## src/iss_pkg.sv

```systemverilog
// Shared constants, the two-wire state enumeration and state records of the serial slave port.
// Assumes one system clock domain; all link pins are synchronised before use.
`default_nettype none

package iss_pkg;

    localparam logic [6:0] ADDR_TOP = 7'h7F;
    localparam logic [4:0] TEN_PREAMBLE = 5'h1E;
    localparam logic [7:0] GEN_CALL_BYTE = 8'h00;
    localparam logic [3:0] BYTE_BITS = 4'h8;
    localparam logic [3:0] ACK_SLOT = 4'h9;
    localparam logic [2:0] SPI_LAST_BIT = 3'h7;
    localparam logic [3:0] LINE_RST = 4'hF;
    localparam logic [7:0] GC_BYTE_RST = 8'h00;
    localparam logic [6:0] PTR_RST = 7'h00;
    localparam int LN_SCL = 0;
    localparam int LN_SDA = 1;
    localparam int LN_CSN = 2;
    localparam int LN_MOSI = 3;

    typedef enum logic [2:0] {
        IS_IDLE, IS_ADDR, IS_ADDR2, IS_OFFS, IS_WDAT, IS_RDAT, IS_GC, IS_IGN
    } iss_i2c_state_t;

    typedef struct packed {
        logic [3:0] s1;
        logic [3:0] s2;
        logic [3:0] s3;
        logic [3:0] lvl;
        logic [3:0] rise;
        logic [3:0] fall;
    } iss_sync_t;

    typedef struct packed {
        iss_i2c_state_t ist;
        logic [3:0] icnt;
        logic [7:0] ishf;
        logic [7:0] itx;
        logic irw;
        logic ten_ok;
        logic sda_lo;
        logic [2:0] scnt;
        logic [7:0] sshf;
        logic [7:0] stx;
        logic sfirst;
        logic srd;
        logic miso;
        logic miso_oe;
        logic [6:0] ptr;
        logic [6:0] waddr;
        logic [7:0] wdat;
        logic wr;
        logic [7:0] gcb;
        logic gcf;
    } iss_core_t;

endpackage

`default_nettype wire

```

## src/iss_lines_if.sv

```systemverilog
// Carries the filtered link lines and their edge pulses to the protocol core.
// Assumes producer and consumer share the system clock.
`timescale 1ns/1ps
`default_nettype none

interface iss_lines_if;
    logic [3:0] lvl;
    logic [3:0] rise;
    logic [3:0] fall;
    modport src (output lvl, output rise, output fall);
    modport dst (input lvl, input rise, input fall);
endinterface

`default_nettype wire

```

## src/iss_line_sync.sv

```systemverilog
// Two-stage synchroniser and agreement filter for the four link lines.
// Assumes lines idle high at reset; edges are one-cycle pulses on i_sys_clk.
`timescale 1ns/1ps
`default_nettype none

module iss_line_sync (
    input wire logic i_sys_clk,
    input wire logic i_rst_n,
    input wire logic [3:0] i_raw,
    iss_lines_if.src lines
);

    iss_pkg::iss_sync_t r_ff;
    iss_pkg::iss_sync_t nxt_r;
    logic [3:0] agree;

    always_comb begin
        nxt_r = r_ff;
        nxt_r.s1 = i_raw;
        nxt_r.s2 = r_ff.s1;
        nxt_r.s3 = r_ff.s2;
        // A level is accepted only after two equal synchronised samples.
        agree = ~(r_ff.s2 ^ r_ff.s3);
        nxt_r.lvl = (agree & r_ff.s3) | (~agree & r_ff.lvl);
        nxt_r.rise = nxt_r.lvl & ~r_ff.lvl;
        nxt_r.fall = ~nxt_r.lvl & r_ff.lvl;
    end

    always_ff @(posedge i_sys_clk or negedge i_rst_n) begin
        if (!i_rst_n) begin
            r_ff <= '{s1: iss_pkg::LINE_RST, s2: iss_pkg::LINE_RST, s3: iss_pkg::LINE_RST,
                      lvl: iss_pkg::LINE_RST, rise: 4'h0, fall: 4'h0};
        end else begin
            r_ff <= nxt_r;
        end
    end

    assign lines.lvl = r_ff.lvl;
    assign lines.rise = r_ff.rise;
    assign lines.fall = r_ff.fall;

endmodule

`default_nettype wire

```

## src/iss_slave_port.sv

```systemverilog
// Two-wire / SPI slave front end with an auto-incrementing 128-location pointer.
// Assumes config inputs come from logic on i_sys_clk; pins are asynchronous.
`timescale 1ns/1ps
`default_nettype none

module iss_slave_port (
    input wire logic i_sys_clk,
    input wire logic i_rst_n,
    input wire logic i_spi_sel,
    input wire logic i_wide_addr_mode_sel,
    input wire logic [9:0] i_own_address_value,
    input wire logic i_gc_enable,
    input wire logic i_gc_flag_clr,
    input wire logic i_clock_mode_select,
    input wire logic i_bit_order_select,
    input wire logic i_scl,
    input wire logic i_sda,
    output logic o_sda_out,
    output logic o_sda_oe,
    input wire logic i_chip_select_n,
    input wire logic i_mosi,
    output logic o_miso,
    output logic o_miso_oe,
    output logic [6:0] o_mem_raddr,
    input wire logic [7:0] i_mem_rdata,
    output logic o_mem_wr,
    output logic [6:0] o_mem_waddr,
    output logic [7:0] o_mem_wdata,
    output logic [7:0] o_general_call_byte_reg,
    output logic o_general_call_seen_flag,
    output logic [6:0] o_addr_ptr
);

    ////////////////////////////////////////////////////////////////////////////////
    // Line synchronisation.

    iss_lines_if lines ();

    iss_line_sync u_sync (
        .i_sys_clk(i_sys_clk),
        .i_rst_n(i_rst_n),
        .i_raw({i_mosi, i_chip_select_n, i_sda, i_scl}),
        .lines(lines)
    );

    ////////////////////////////////////////////////////////////////////////////////
    // Protocol core.

    iss_pkg::iss_core_t r_ff;
    iss_pkg::iss_core_t nxt_r;

    logic scl_lvl, scl_rise, scl_fall, sda_lvl, sda_rise, sda_fall, csn_lvl, mosi_lvl;
    logic start_cond, stop_cond, smp_edge, drv_edge;

    assign scl_lvl = lines.lvl[iss_pkg::LN_SCL];
    assign scl_rise = lines.rise[iss_pkg::LN_SCL];
    assign scl_fall = lines.fall[iss_pkg::LN_SCL];
    assign sda_lvl = lines.lvl[iss_pkg::LN_SDA];
    assign sda_rise = lines.rise[iss_pkg::LN_SDA];
    assign sda_fall = lines.fall[iss_pkg::LN_SDA];
    assign csn_lvl = lines.lvl[iss_pkg::LN_CSN];
    assign mosi_lvl = lines.lvl[iss_pkg::LN_MOSI];
    assign start_cond = scl_lvl & sda_fall;
    assign stop_cond = scl_lvl & sda_rise;
    assign smp_edge = i_clock_mode_select ? scl_fall : scl_rise;
    assign drv_edge = i_clock_mode_select ? scl_rise : scl_fall;

    // Position of the n-th transmitted bit within a byte.
    function automatic logic [2:0] bit_pos(input logic [2:0] n, input logic lsb);
        bit_pos = lsb ? n : 3'h7 - n;
    endfunction

    // Shift one received bit into a byte in the selected order.
    function automatic logic [7:0] shift_in(input logic [7:0] s, input logic b, input logic lsb);
        shift_in = lsb ? {b, s[7:1]} : {s[6:0], b};
    endfunction

    always_comb begin
        logic ack;
        logic [7:0] byte_in;
        ack = 1'b0;
        byte_in = 8'h00;
        nxt_r = r_ff;
        nxt_r.wr = 1'b0;
        if (i_gc_flag_clr) begin
            nxt_r.gcf = 1'b0;
        end
        if (!i_spi_sel) begin
            nxt_r.miso_oe = 1'b0;
            nxt_r.sfirst = 1'b1;
            nxt_r.srd = 1'b0;
            nxt_r.scnt = 3'h0;
            if (start_cond) begin
                nxt_r.ist = iss_pkg::IS_ADDR;
                nxt_r.icnt = 4'h0;
                nxt_r.sda_lo = 1'b0;
            end else if (stop_cond) begin
                nxt_r.ist = iss_pkg::IS_IDLE;
                nxt_r.sda_lo = 1'b0;
                nxt_r.ten_ok = 1'b0;
            end else if (r_ff.ist != iss_pkg::IS_IDLE) begin
                if (scl_rise && r_ff.icnt < iss_pkg::BYTE_BITS) begin
                    nxt_r.icnt = r_ff.icnt + 4'h1;
                    if (r_ff.ist == iss_pkg::IS_WDAT || r_ff.ist == iss_pkg::IS_GC) begin
                        nxt_r.ishf = shift_in(r_ff.ishf, sda_lvl, i_bit_order_select);
                    end else begin
                        nxt_r.ishf = shift_in(r_ff.ishf, sda_lvl, 1'b0);
                    end
                end
                if (scl_rise && r_ff.icnt == iss_pkg::ACK_SLOT && r_ff.ist == iss_pkg::IS_RDAT && sda_lvl) begin
                    nxt_r.ist = iss_pkg::IS_IGN;
                end
                if (scl_fall && r_ff.icnt == iss_pkg::ACK_SLOT) begin
                    nxt_r.sda_lo = 1'b0;
                    nxt_r.icnt = 4'h0;
                    if (r_ff.ist == iss_pkg::IS_RDAT) begin
                        nxt_r.itx = i_mem_rdata;
                        nxt_r.sda_lo = ~i_mem_rdata[bit_pos(3'h0, i_bit_order_select)];
                        if (r_ff.ptr != iss_pkg::ADDR_TOP) begin
                            nxt_r.ptr = r_ff.ptr + 7'h01;
                        end
                    end
                end else if (scl_fall && r_ff.ist == iss_pkg::IS_RDAT) begin
                    if (r_ff.icnt == iss_pkg::BYTE_BITS) begin
                        nxt_r.sda_lo = 1'b0;
                        nxt_r.icnt = iss_pkg::ACK_SLOT;
                    end else if (r_ff.icnt != 4'h0) begin
                        nxt_r.sda_lo = ~r_ff.itx[bit_pos(r_ff.icnt[2:0], i_bit_order_select)];
                    end
                end else if (scl_fall && r_ff.icnt == iss_pkg::BYTE_BITS && r_ff.ist != iss_pkg::IS_IGN) begin
                    case (r_ff.ist)
                        iss_pkg::IS_ADDR: begin
                            if (i_wide_addr_mode_sel) begin
                                if (r_ff.ishf[7:3] == iss_pkg::TEN_PREAMBLE
                                    && r_ff.ishf[2:1] == i_own_address_value[9:8]) begin
                                    ack = 1'b1;
                                    nxt_r.irw = r_ff.ishf[0];
                                    nxt_r.ist = (r_ff.ishf[0] && r_ff.ten_ok) ? iss_pkg::IS_RDAT : iss_pkg::IS_ADDR2;
                                end
                            end else if (r_ff.ishf[7:1] == i_own_address_value[6:0]) begin
                                ack = 1'b1;
                                nxt_r.ist = r_ff.ishf[0] ? iss_pkg::IS_RDAT : iss_pkg::IS_OFFS;
                            end else if (i_gc_enable && r_ff.ishf == iss_pkg::GEN_CALL_BYTE) begin
                                ack = 1'b1;
                                nxt_r.ist = iss_pkg::IS_GC;
                            end
                        end
                        iss_pkg::IS_ADDR2: begin
                            if (r_ff.ishf == i_own_address_value[7:0]) begin
                                ack = 1'b1;
                                nxt_r.ten_ok = 1'b1;
                                nxt_r.ist = r_ff.irw ? iss_pkg::IS_RDAT : iss_pkg::IS_OFFS;
                            end
                        end
                        iss_pkg::IS_OFFS: begin
                            ack = 1'b1;
                            nxt_r.ptr = r_ff.ishf[6:0];
                            nxt_r.ist = iss_pkg::IS_WDAT;
                        end
                        iss_pkg::IS_WDAT: begin
                            ack = 1'b1;
                            nxt_r.wr = 1'b1;
                            nxt_r.waddr = r_ff.ptr;
                            nxt_r.wdat = r_ff.ishf;
                            if (r_ff.ptr != iss_pkg::ADDR_TOP) begin
                                nxt_r.ptr = r_ff.ptr + 7'h01;
                            end
                        end
                        iss_pkg::IS_GC: begin
                            ack = 1'b1;
                            nxt_r.gcb = r_ff.ishf;
                            nxt_r.gcf = 1'b1;
                            nxt_r.ist = iss_pkg::IS_IGN;
                        end
                        default: begin
                            ack = 1'b0;
                        end
                    endcase
                    nxt_r.sda_lo = ack;
                    if (ack) begin
                        nxt_r.icnt = iss_pkg::ACK_SLOT;
                    end else begin
                        nxt_r.ist = iss_pkg::IS_IGN;
                    end
                end
            end
        end else begin
            nxt_r.ist = iss_pkg::IS_IDLE;
            nxt_r.sda_lo = 1'b0;
            nxt_r.ten_ok = 1'b0;
            if (csn_lvl) begin
                nxt_r.miso_oe = 1'b0;
                nxt_r.scnt = 3'h0;
                nxt_r.sfirst = 1'b1;
                nxt_r.srd = 1'b0;
            end else begin
                if (smp_edge) begin
                    byte_in = shift_in(r_ff.sshf, mosi_lvl, i_bit_order_select & ~r_ff.sfirst);
                    nxt_r.sshf = byte_in;
                    nxt_r.scnt = r_ff.scnt + 3'h1;
                    if (r_ff.scnt == iss_pkg::SPI_LAST_BIT) begin
                        if (r_ff.sfirst) begin
                            nxt_r.sfirst = 1'b0;
                            nxt_r.ptr = byte_in[6:0];
                            nxt_r.srd = ~byte_in[7];
                        end else if (!r_ff.srd) begin
                            nxt_r.wr = 1'b1;
                            nxt_r.waddr = r_ff.ptr;
                            nxt_r.wdat = byte_in;
                            if (r_ff.ptr != iss_pkg::ADDR_TOP) begin
                                nxt_r.ptr = r_ff.ptr + 7'h01;
                            end
                        end
                    end
                end
                if (drv_edge && r_ff.srd) begin
                    nxt_r.miso_oe = 1'b1;
                    if (r_ff.scnt == 3'h0) begin
                        nxt_r.stx = i_mem_rdata;
                        nxt_r.miso = i_mem_rdata[bit_pos(3'h0, i_bit_order_select)];
                        if (r_ff.ptr != iss_pkg::ADDR_TOP) begin
                            nxt_r.ptr = r_ff.ptr + 7'h01;
                        end
                    end else begin
                        nxt_r.miso = r_ff.stx[bit_pos(r_ff.scnt, i_bit_order_select)];
                    end
                end
            end
        end
        if (!i_gc_enable && r_ff.ist == iss_pkg::IS_GC) begin
            nxt_r.ist = iss_pkg::IS_IGN;
        end
    end

    always_ff @(posedge i_sys_clk or negedge i_rst_n) begin
        if (!i_rst_n) begin
            r_ff <= '{ist: iss_pkg::IS_IDLE, icnt: 4'h0, ishf: 8'h00, itx: 8'h00, irw: 1'b0,
                      ten_ok: 1'b0, sda_lo: 1'b0, scnt: 3'h0, sshf: 8'h00, stx: 8'h00,
                      sfirst: 1'b1, srd: 1'b0, miso: 1'b0, miso_oe: 1'b0,
                      ptr: iss_pkg::PTR_RST, waddr: iss_pkg::PTR_RST, wdat: 8'h00, wr: 1'b0,
                      gcb: iss_pkg::GC_BYTE_RST, gcf: 1'b0};
        end else begin
            r_ff <= nxt_r;
        end
    end

    ////////////////////////////////////////////////////////////////////////////////
    // Outputs.

    assign o_sda_out = 1'b0;
    assign o_sda_oe = r_ff.sda_lo;
    assign o_miso = r_ff.miso;
    assign o_miso_oe = r_ff.miso_oe;
    assign o_mem_raddr = r_ff.ptr;
    assign o_mem_wr = r_ff.wr;
    assign o_mem_waddr = r_ff.waddr;
    assign o_mem_wdata = r_ff.wdat;
    assign o_general_call_byte_reg = r_ff.gcb;
    assign o_general_call_seen_flag = r_ff.gcf;
    assign o_addr_ptr = r_ff.ptr;
endmodule

`default_nettype wire
```

## config.mk

```make
export PLATFORM = sky130hd
export DESIGN_NAME = iss_slave_port
export DESIGN_NICKNAME = d
export VERILOG_FILES = /design/src/iss_pkg.sv /design/src/iss_lines_if.sv /design/src/iss_line_sync.sv /design/src/iss_slave_port.sv
export SDC_FILE = /design/constraint.sdc
export NUM_CORES = 1
export LEC_CHECK = 0
export ABC_AREA = 1
export BUFFER_PORTS_ARGS = -buffer_cell sky130_fd_sc_hd__buf_2
export CORE_MARGIN = 1.5
export CORE_UTILIZATION = 50
export DETAILED_ROUTE_END_ITERATION = 8
export PLACE_DENSITY = 0.69
export SLEW_MARGIN = 40
export SYNTH_ARGS = -nofsm -noshare
export SYNTH_HDL_FRONTEND = slang
export SYNTH_HIERARCHICAL = 1
export SYNTH_SLANG_ARGS = --single-unit
```

## constraint.sdc

```tcl
create_clock -name i_sys_clk -period 5 [get_ports i_sys_clk]
set_clock_uncertainty 0.05 [all_clocks]
set_input_delay 0.25 -clock i_sys_clk [delete_from_list [all_inputs] [get_ports i_sys_clk]]
set_output_delay 0.25 -clock i_sys_clk [all_outputs]
set_load 0.01 [all_outputs]
```

Word level (Yosys, flattened, before mapping)
Index checks and enable logic that the tools add are counted.

Add/sub/neg operators: 5. Magnitude comparators: 4. Eq/ne operators: 39. Muxes and demuxes: 119. Bitwise gates (word level): 23. Reductions and logical operators: 47.

Operators with widths (count): $mux W32 (5); $mux W23 (4); $mux W3 (30); $mux W7 (9); $mux W12 (5); $mux W8 (6); $mux W1 (34); $mux W16 (2); $mux W26 (1); $mux W25 (1); $mux W24 (1); $mux W21 (1); $ne A7 B4 Y1 const B (3); $reduce_bool A3 Y1 (6); $mux W4 (4); $ne A2 B2 Y1 const B (8); $reduce_and A8 Y1 (2); $ne A3 B3 Y1 const B (5); $reduce_and A3 Y1 (5); $mux W2 (7); $ne A7 B5 Y1 const B (2); $pmux W7 S2 (1); $logic_and A1 B1 Y1 (13); $eq A3 B3 Y1 const B (4); other kinds (47) (78).

Register bits: 101. Logic and storage cells: 263.

Logic depth before layout (Yosys ltp)
Gate-level depths: netlist (run 1).

Word-level depth: 27. Gate-level depth with buffers: 16. Mapped depth without buffers: 15.

By module
The synthesis (run 1) kept the hierarchy.

By module, submodules not included: iss_slave_port (times used 1, cells each 791, area an instance 5554.1 um^2, seq. area each 2028.2 um^2); iss_line_sync (times used 1, cells each 66, area an instance 840.8 um^2, seq. area each 620.6 um^2).

Least setup slack after synthesis (run 1)
No wires, ideal clock.

Path kind: reg-to-reg. Start point: register r_ff[75] (netlist bit). End point: register r_ff (netlist bit o_addr_ptr[5]). Library setup time: 0.077 ns. Arrival: 1.689 ns. Required time: 4.873 ns. Slack: 3.184 ns. Cell stages (with the launch flop): 13. Path buffers: 0. Period minus slack after synthesis: 1.816 ns. Cell sequence: dfrtp_1 inv_1 ha_1 inv_1 nor2_4 nand2_4 inv_2 nand3_2 o21ai_2 a21oi_4 inv_2 nor2_1 a21oi_1.

Cells in the longest elaborated chain, start to end: 7.

RTL lines: from (decl) (line iss_slave_port.sv:49) `iss_pkg::iss_core_t r_ff;`; from (signal assigned) (line iss_slave_port.sv:237) `r_ff <= '{ist: iss_pkg::IS_IDLE, icnt: 4'h0, ishf: 8'h00, itx: 8'h00, irw: 1'b0,`; from (signal assigned) (line iss_slave_port.sv:243) `r_ff <= nxt_r;`; $eq A4 B4 Y1 (line iss_slave_port.sv:113) `if (scl_fall && r_ff.icnt == iss_pkg::ACK_SLOT) begin`; $logic_and A1 B1 Y1 (line iss_slave_port.sv:113); $mux W7 (line iss_slave_port.sv:113); $mux W32 (line iss_slave_port.sv:101) `end else if (r_ff.ist != iss_pkg::IS_IDLE) begin`; $mux W32 (line iss_slave_port.sv:97) `end else if (stop_cond) begin`; $mux W32 (line iss_slave_port.sv:93) `if (start_cond) begin`; $mux W24 (line iss_slave_port.sv:88) `if (!i_spi_sel) begin`.

Several ways; a longest one is shown, not always the timed one. The select of a mux whose other input is x is not followed. A chain may end at the register's enable or synchronous reset.

Final worst setup path (run 1)
Start point: register r_ff[75] (netlist bit). End point: register r_ff (netlist bit o_addr_ptr[3]).

The elaborated chain is that of the path after synthesis.

==> summary.md, run 1 <==
| Metric | Value |
|---|---|
| Outcome | `finished, final reports clean` |
| Diodes inserted | `0` |
| CP max stage delay | `0.45 ns` |
| DR pass1 iterations | `7` |
| Vias/cell | `5.091` |
| Slew headroom | `0.5211` |
| Largest Register | `r_ff` |
| Number of flip-flops in the largest register | `46` |
| First-pass GRT wire length | `23170 um` |
| Synth Instances | `843` |
| RSZ-0062 raised after global routing | `false` |
| Via Count | `5269` |
| Worst reg2reg endpoint | `o_addr_ptr[3]$_DFFE_PN0P_` |
| CP cell instances | `inv_1 > ha_1 > inv_1 > nor2_4 > nand2_4 > inv_2 > nand3_2 > o21ai_2 > a21oi_4 > inv_2 > nor2_1 > a21oi_1` |
| Area Overhead vs Synth | `8.208%` |
| Nets | `899` |
| I/O pins | `73` |
| Achievable Freq | `446.7 MHz` |
| CTS clk-pin slew, worst paths | `0.07 ns` |
| Die Ht | `114.7 um` |
| Power per cell area | `312.1 nW/um2` |
| Crit Path Class | `reg2reg` |
| Hpwl dp | `10260 um` |
| HP Class | `in2reg` |
| Hold Fails Final Rpt | `0` |
| Final Power | `0.002106 W` |
| Switch share | `0.2844` |
| Clk sinks | `101` |
| Worst-margin pin slew | `0.7176 ns` |
| Synth warn | `6` |
| Hold Path Cell Cnt | `2` |
| Sw Pwr | `0.0005988 W` |
| Nature of the critical path endpoint | `flop` |
| Syn Nets | `880` |
| Post-CTS setup buffer count | `0` |
| Gpl congestion | `0.9610` |
| Startpoint Class | `flop` |
| Post-CTS sizing | `0` |
| Global route overflow | `0` |
| Reg2reg setup slack | `2.76 ns` |
| Worst EP arrival | `2.46 ns` |
| Final std cells w/o fill | `1035` |
| Reg2reg start | `r_ff[75]$_DFFE_PN0P_` |
| Initial drt markers | `323` |
| Tot GR Track Use | `0.2239` |
| Layout cell share with drive strength beyond 1 | `0.1765` |
| Slowest cell on crit path | `dfrtp_1` |
| CTS max path bufs | `2` |
| Seq pwr share | `0.454` |
| CTS tree | `done` |
| Worst Hold Path EP | `o_general_call_seen_flag$_DFF_PN0_` |
| Core area | `12110 um2` |
| I/O Buffers | `71` |
| Full die area | `13150 um2` |
| Period utilisation layout | `0.4477` |
| Vias in the first global route | `4851` |
| Max-slew violation count | `0` |
| Htree depth | `3` |
| Leak | `3.445 nW` |
| Initial antenna violation count | `0` |
| Worst Path Required | `5.22 ns` |
| Core Rows | `40` |
| Final setup violation count | `0` |
| Worst r2r path cells | `12` |
| Die Width | `114.7 um` |
| Clock power frac | `0.384` |
| Max Cap Viol | `0` |
| Initial Utilization | `0.5148` |
| Internal power | `0.001507 W` |
| Largest net degree at the start of global routing | `57` |
| Crit path time final | `2.239 ns` |
| Logic pwr share | `0.162` |
| Crit-path max FO | `17` |
| Clock root cell | `clkbuf_16` |
| Fillers | `1235` |
| Total Neg Setup Slack | `0 ns` |
| Largest delay share family, worst path | `simple AND/OR/NAND/NOR gates` |
| Hold Path Origin | `i_gc_flag_clr` |
| ANT nets after route | `0` |
| Detailed Route WL | `13990 um` |
| Clock latency on the worst-skew pair | `0.35 ns` |
| CTS buffer count | `9` |
| Syn_area_per_cell | `7.396 um2` |
| Routed WL per cell | `13.52 um` |
| Worst vdd ir | `0.2171 mV` |
| Residual DRC | `0` |
| Synth Cell Area | `6235 um2` |
| Post-placement cell count | `1014` |
| Worst Path Buf+Inv | `4` |
worst max-delay path by stage:
| stage | cells after the start | from | endpoint |
|---|---|---|---|
| after floorplan | 12 | r_ff[75]$_DFFE_PN0P_ | o_addr_ptr[5]$_DFFE_PN0P_ |
| after global placement | 12 | r_ff[75]$_DFFE_PN0P_ | o_addr_ptr[3]$_DFFE_PN0P_ |
| after detailed placement | 12 | r_ff[75]$_DFFE_PN0P_ | o_mem_waddr[5]$_DFFE_PN0P_ |
| after CTS | 12 | r_ff[75]$_DFFE_PN0P_ | o_mem_wdata[5]$_DFFE_PN0P_ |
| after global routing | 12 | r_ff[75]$_DFFE_PN0P_ | o_addr_ptr[4]$_DFFE_PN0P_ |
| final | 12 | r_ff[75]$_DFFE_PN0P_ | o_addr_ptr[3]$_DFFE_PN0P_ |
power groups by stage:
stage	Clock (W)	Sequential, W	Combinational [W]
floorplan	0	0.000932	0.000283
global placement	0	0.000967	0.000333
detailed placement	0	0.000968	0.000337
CTS	0.000822	0.000954	0.000342
global route	0.000858	0.000963	0.000393
finish	0.000809	0.000955	0.000341
routing by layer:
metal / up-vias / routed length [um] / global-route usage
met5: - / 0 / 0
met2: 143 / 6688 / 0.3701
met4: 0 / 218 / 0.07250
li1: 2681 / - / -
met3: 18 / 643 / 0.04076
met1: 2427 / 6444 / 0.2978
through the flow:
stage               worst slack [ns]    util  hold slack, ns  instance area (um2)
floorplan                      3.184       -        -0.09559                 6235
global placement               2.817  0.5240          0.2957                 6346
detailed placement             2.789  0.5240          0.2968                 6346
CTS                            2.754  0.5570         0.03227                 6746
global route                   2.512  0.5570         0.03418                 6746
finish                         2.761  0.5570         0.03758                 6746
final cells by class:
| class | count | area (um2) | share of cell area |
|---|---|---|---|
| multi-input cells | 563 | 2809 | 0.4164 |
| flip-flops and latches | 101 | 2549 | 0.3778 |
| repair buffers | 77 | 415.4 | 0.06157 |
| inverters | 110 | 412.9 | 0.06120 |
| clock buffers | 11 | 242.7 | 0.03598 |
| well taps | 168 | 210.2 | 0.03116 |
| clock inverters | 5 | 107.6 | 0.01595 |
cells in the final DEF (no fill, tap or decap), types with 3 or more instances in the layout:
cell,instances
nor3_1,13
a21oi_1,40
buf_2,70
dlygate4sd3_1,5
ha_1,7
nor2_2,9
o22ai_1,4
xnor2_1,11
bufinv_16,3
nor2_4,4
inv_1,97
o21ai_2,8
dfstp_2,17
a31oi_1,4
clkbuf_16,9
nand2_2,5
inv_2,12
nor2_1,58
o21ai_0,74
nand3_1,33
o21ai_1,5
nand3_2,4
xor2_1,9
o211ai_1,17
nand4_1,7
nand2_1,234
dfrtp_1,84
repair_timing:
item | 4_1_cts | 5_1_grt
hold endpoints to repair | 50 | 0
endpoints found under the setup margin | 0 | 0
hold buffers | 5 | 0
(Power assumes the default switching activity.)
==> run 2, diff against run 1 <==
Settings changed: PLACE_DENSITY 0.69 to 0.72.
Clock period 5 ns to 1.85 ns, I/O delays scaled along.
==> run 2 against run 1 <==
Effect of this change:
- the flow now finishes with violations (setup timing)
- utilization up 6.4 points
- critical path depth down 2
- worst setup slack worse by 2.8 ns
- die area unchanged
- global-route usage up 1.3 points
- sequential power rose to 2.7 times the previous value
- register-to-register slack worse by 2.8 ns
- cell count up 7.3%
- fmax up 19%
- design area up 12%
- non-clock buffer count up 75
- count of clock-buffer cells in the layout up 1
- largest cell class unchanged
- largest power group unchanged
- highest routed layer unchanged
==> summary.md, run 2 (synthesis gave the netlist of run 1 again) <==
| Metric | Value |
|---|---|
| Htree depth | `3 (unchanged)` |
| Core Rows | `40 (unchanged)` |
| Power per cell area | `744.3 nW/um2 (+140%)` |
| Nets | `975 (+8.5%)` |
| Commonest non-fill, non-tap cell in the layout | `nand2_1` |
| Worst Path Required | `2.04 ns (-3.18 ns)` |
| RSZ-0062 raised after global routing | `true` |
| Nature of the critical path endpoint | `flop` |
| Crit path time final | `1.888 ns (-0.3508 ns)` |
| Setup slack after layout | `-0.03768 ns (-2.799 ns)` |
| Slowest cell on crit path | `dfrtp_1` |
| Vias/cell | `5.031 (-1.2%)` |
| CTS buffer count | `9 (unchanged)` |
| Detailed Route WL | `14960 um (+6.9%)` |
| Diodes inserted | `0 (unchanged)` |
| Crit-path max FO | `6 (-11)` |
| First-pass GRT wire length | `24460 um (+5.6%)` |
| Clock latency on the worst-skew pair | `0.36 ns (about the same)` |
| ANT nets after route | `0 (unchanged)` |
| Largest Register | `r_ff` |
| Number of flip-flops in the largest register | `46 (unchanged)` |
| Worst EP arrival | `2.08 ns (-0.38 ns)` |
| CTS tree | `done` |
| Fillers | `1092 (-12%)` |
| CTS clk-pin slew, worst paths | `0.07 ns (about the same)` |
| Worst vdd ir | `0.5799 mV (+170%)` |
| Die Ht | `114.7 um (unchanged)` |
| Final setup violation count | `4 (+4)` |
| Tot GR Track Use | `0.2372 (+0.01329)` |
| Startpoint Class | `flop` |
| Worst Path Buf+Inv | `3 (-1)` |
| Initial antenna violation count | `0 (unchanged)` |
| Clock root cell | `clkbuf_16` |
| Routed WL per cell | `13.47 um (-0.40%)` |
| Initial Utilization | `0.5148 (unchanged)` |
| Max-slew violation count | `0 (unchanged)` |
| Post-placement cell count | `1069 (+5.4%)` |
| Post-Place Setup Slack | `-0.02052 ns (-2.809 ns)` |
| Largest delay share family, worst path | `compound AO/OA/AOI/OAI gates` |
| I/O Buffers | `71 (unchanged)` |
| Leak | `3.818 nW (+11%)` |
| Commonest non-fill, non-tap cells in the layout | `nand2_1 (225), inv_1 (94), dfrtp_1 (75)` |
| Initial drt markers | `434 (+34%)` |
| CP max stage delay | `0.43 ns (-0.02 ns)` |
| Max Cap Viol | `0 (unchanged)` |
| CTS max path bufs | `2 (unchanged)` |
| Gpl congestion | `0.9302 (-3.2%)` |
| CP cell instances | `ha_4 > inv_2 > nor2_4 > nand2_4 > inv_6 > a2bb2oi_4 > a21oi_4 > clkinvlp_4 > nand2_1 > o21ai_1` |
| Crit Path Class | `reg2reg` |
| Global route overflow | `0 (unchanged)` |
| Die Width | `114.7 um (unchanged)` |
| I/O pins | `73 (unchanged)` |
| Final std cells w/o fill | `1111 (+7.3%)` |
| HP Class | `in2reg` |
| Period utilisation layout | `1.020 (+0.5727)` |
| Core area | `12110 um2 (unchanged)` |
| Area Overhead vs Synth | `20.69%` |
| Hold Path Origin | `i_mem_rdata[7]` |
| Clk sinks | `101 (unchanged)` |
| Layout cell share with drive strength beyond 1 | `0.2715 (+0.09500)` |
| Outcome | `finished with violations` |
| Residual DRC | `0 (unchanged)` |
| Largest net degree at the start of global routing | `38 (-33%)` |
| Full die area | `13150 um2 (unchanged)` |
| Achievable Freq | `529.8 MHz (+19%)` |
| Reg2reg start | `r_ff[74]$_DFFE_PN0P_` |
| Slew headroom | `0.6414 (+0.1203)` |
| DR pass1 iterations | `5 (-2)` |
| Vias in the first global route | `5227 (+7.8%)` |
| CP startpoint | `r_ff[74]$_DFFE_PN0P_` |
| Hpwl dp | `10900 um (+6.3%)` |
| Multi-input logic area | `2979 um2 (+6.1%)` |
| Via Count | `5589 (+6.1%)` |
| Register Area | `2560 um2 (+0.44%)` |
| Hold Fails Final Rpt | `0 (unchanged)` |
| Failing checks | `setup timing` |
| Worst-margin pin slew | `0.5323 ns (-0.1854 ns)` |
-- run 2: metal layers --
layer	wire length, um	share of wire	GRT usage	vias up
li1	-	-	-	2846
met1	6682	0.45	0.3117	2538
met5	0	0	0	-
met2	7195	0.48	0.3852	175
met3	777	0.052	0.04553	30
met4	306	0.020	0.09667	0
-- run 2: power by group --
group	switching [W]	total, W	internal [W]
sequential	0.000154	0.00254	0.00238
clock	0.000852	0.00181	0.000960
combinational	0.000735	0.00125	0.000518
total	0.00174	0.00560	0.00386
-- run 2: final timing paths --
check                      slack, ns                          to  cells after the start
setup / recovery               -0.04   o_addr_ptr[6]$_DFFE_PN0P_                     10
hold reg to reg                 0.31  u_sync/nxt_r[13]$_DFF_PN1_                      0
max in group asynchronous       0.93  u_sync/nxt_r[16]$_DFF_PN1_                      3
setup reg to reg               -0.04   o_addr_ptr[6]$_DFFE_PN0P_                     10
min in group asynchronous       0.19  o_mem_waddr[2]$_DFFE_PN0P_                      2
hold / removal                 0.006        r_ff[65]$_DFFE_PN0P_                      3
-- run 2: worst reg2reg max path: stages, from the launching register on --
cell	delay, ns
dfrtp_1	0.43
ha_4	0.18
inv_2	0.06
nor2_4	0.04
nand2_4	0.13
inv_6	0.07
a2bb2oi_4	0.17
a21oi_4	0.30
clkinvlp_4	0.20
nand2_1	0.09
o21ai_1	0.06
-- run 2: metrics by stage --
stage	setup TNS, ns	total power (W)	util	hold WS [ns]	area, um2
after floorplan	0	0.003283	-	-0.2531	6235
after global placement	-0.0009608	0.003677	0.5622	0.03142	6809
after detailed placement	-0.1022	0.003694	0.5622	0.03618	6809
after CTS	0	0.005526	0.5972	0.002799	7233
after global routing	-1.615	0.005882	0.6213	0.009377	7525
final	-0.07987	0.005601	0.6213	0.006128	7525
-- run 2: layout make-up --
class | instances | area share
clock buffers | 12 | 0.03276
clock inverters | 4 | 0.004490
inverters | 110 | 0.05787
multi-input cells | 563 | 0.3959
flip-flops and latches | 101 | 0.3402
well taps | 168 | 0.02793
repair buffers | 152 | 0.1398
repair inverters | 1 | 0.0009977
-- run 2: what timing repair did --
| action | in CTS | in global routing |
|---|---|---|
| buffers inserted | 0 | 12 |
| hold buffers | 13 | 0 |
| setup endpoints to repair | 27 | 53 |
| gates cloned | 0 | 1 |
| hold endpoints to repair | 52 | 0 |
| pin swaps | 0 | 21 |
| gates resized for setup | 4 | 62 |
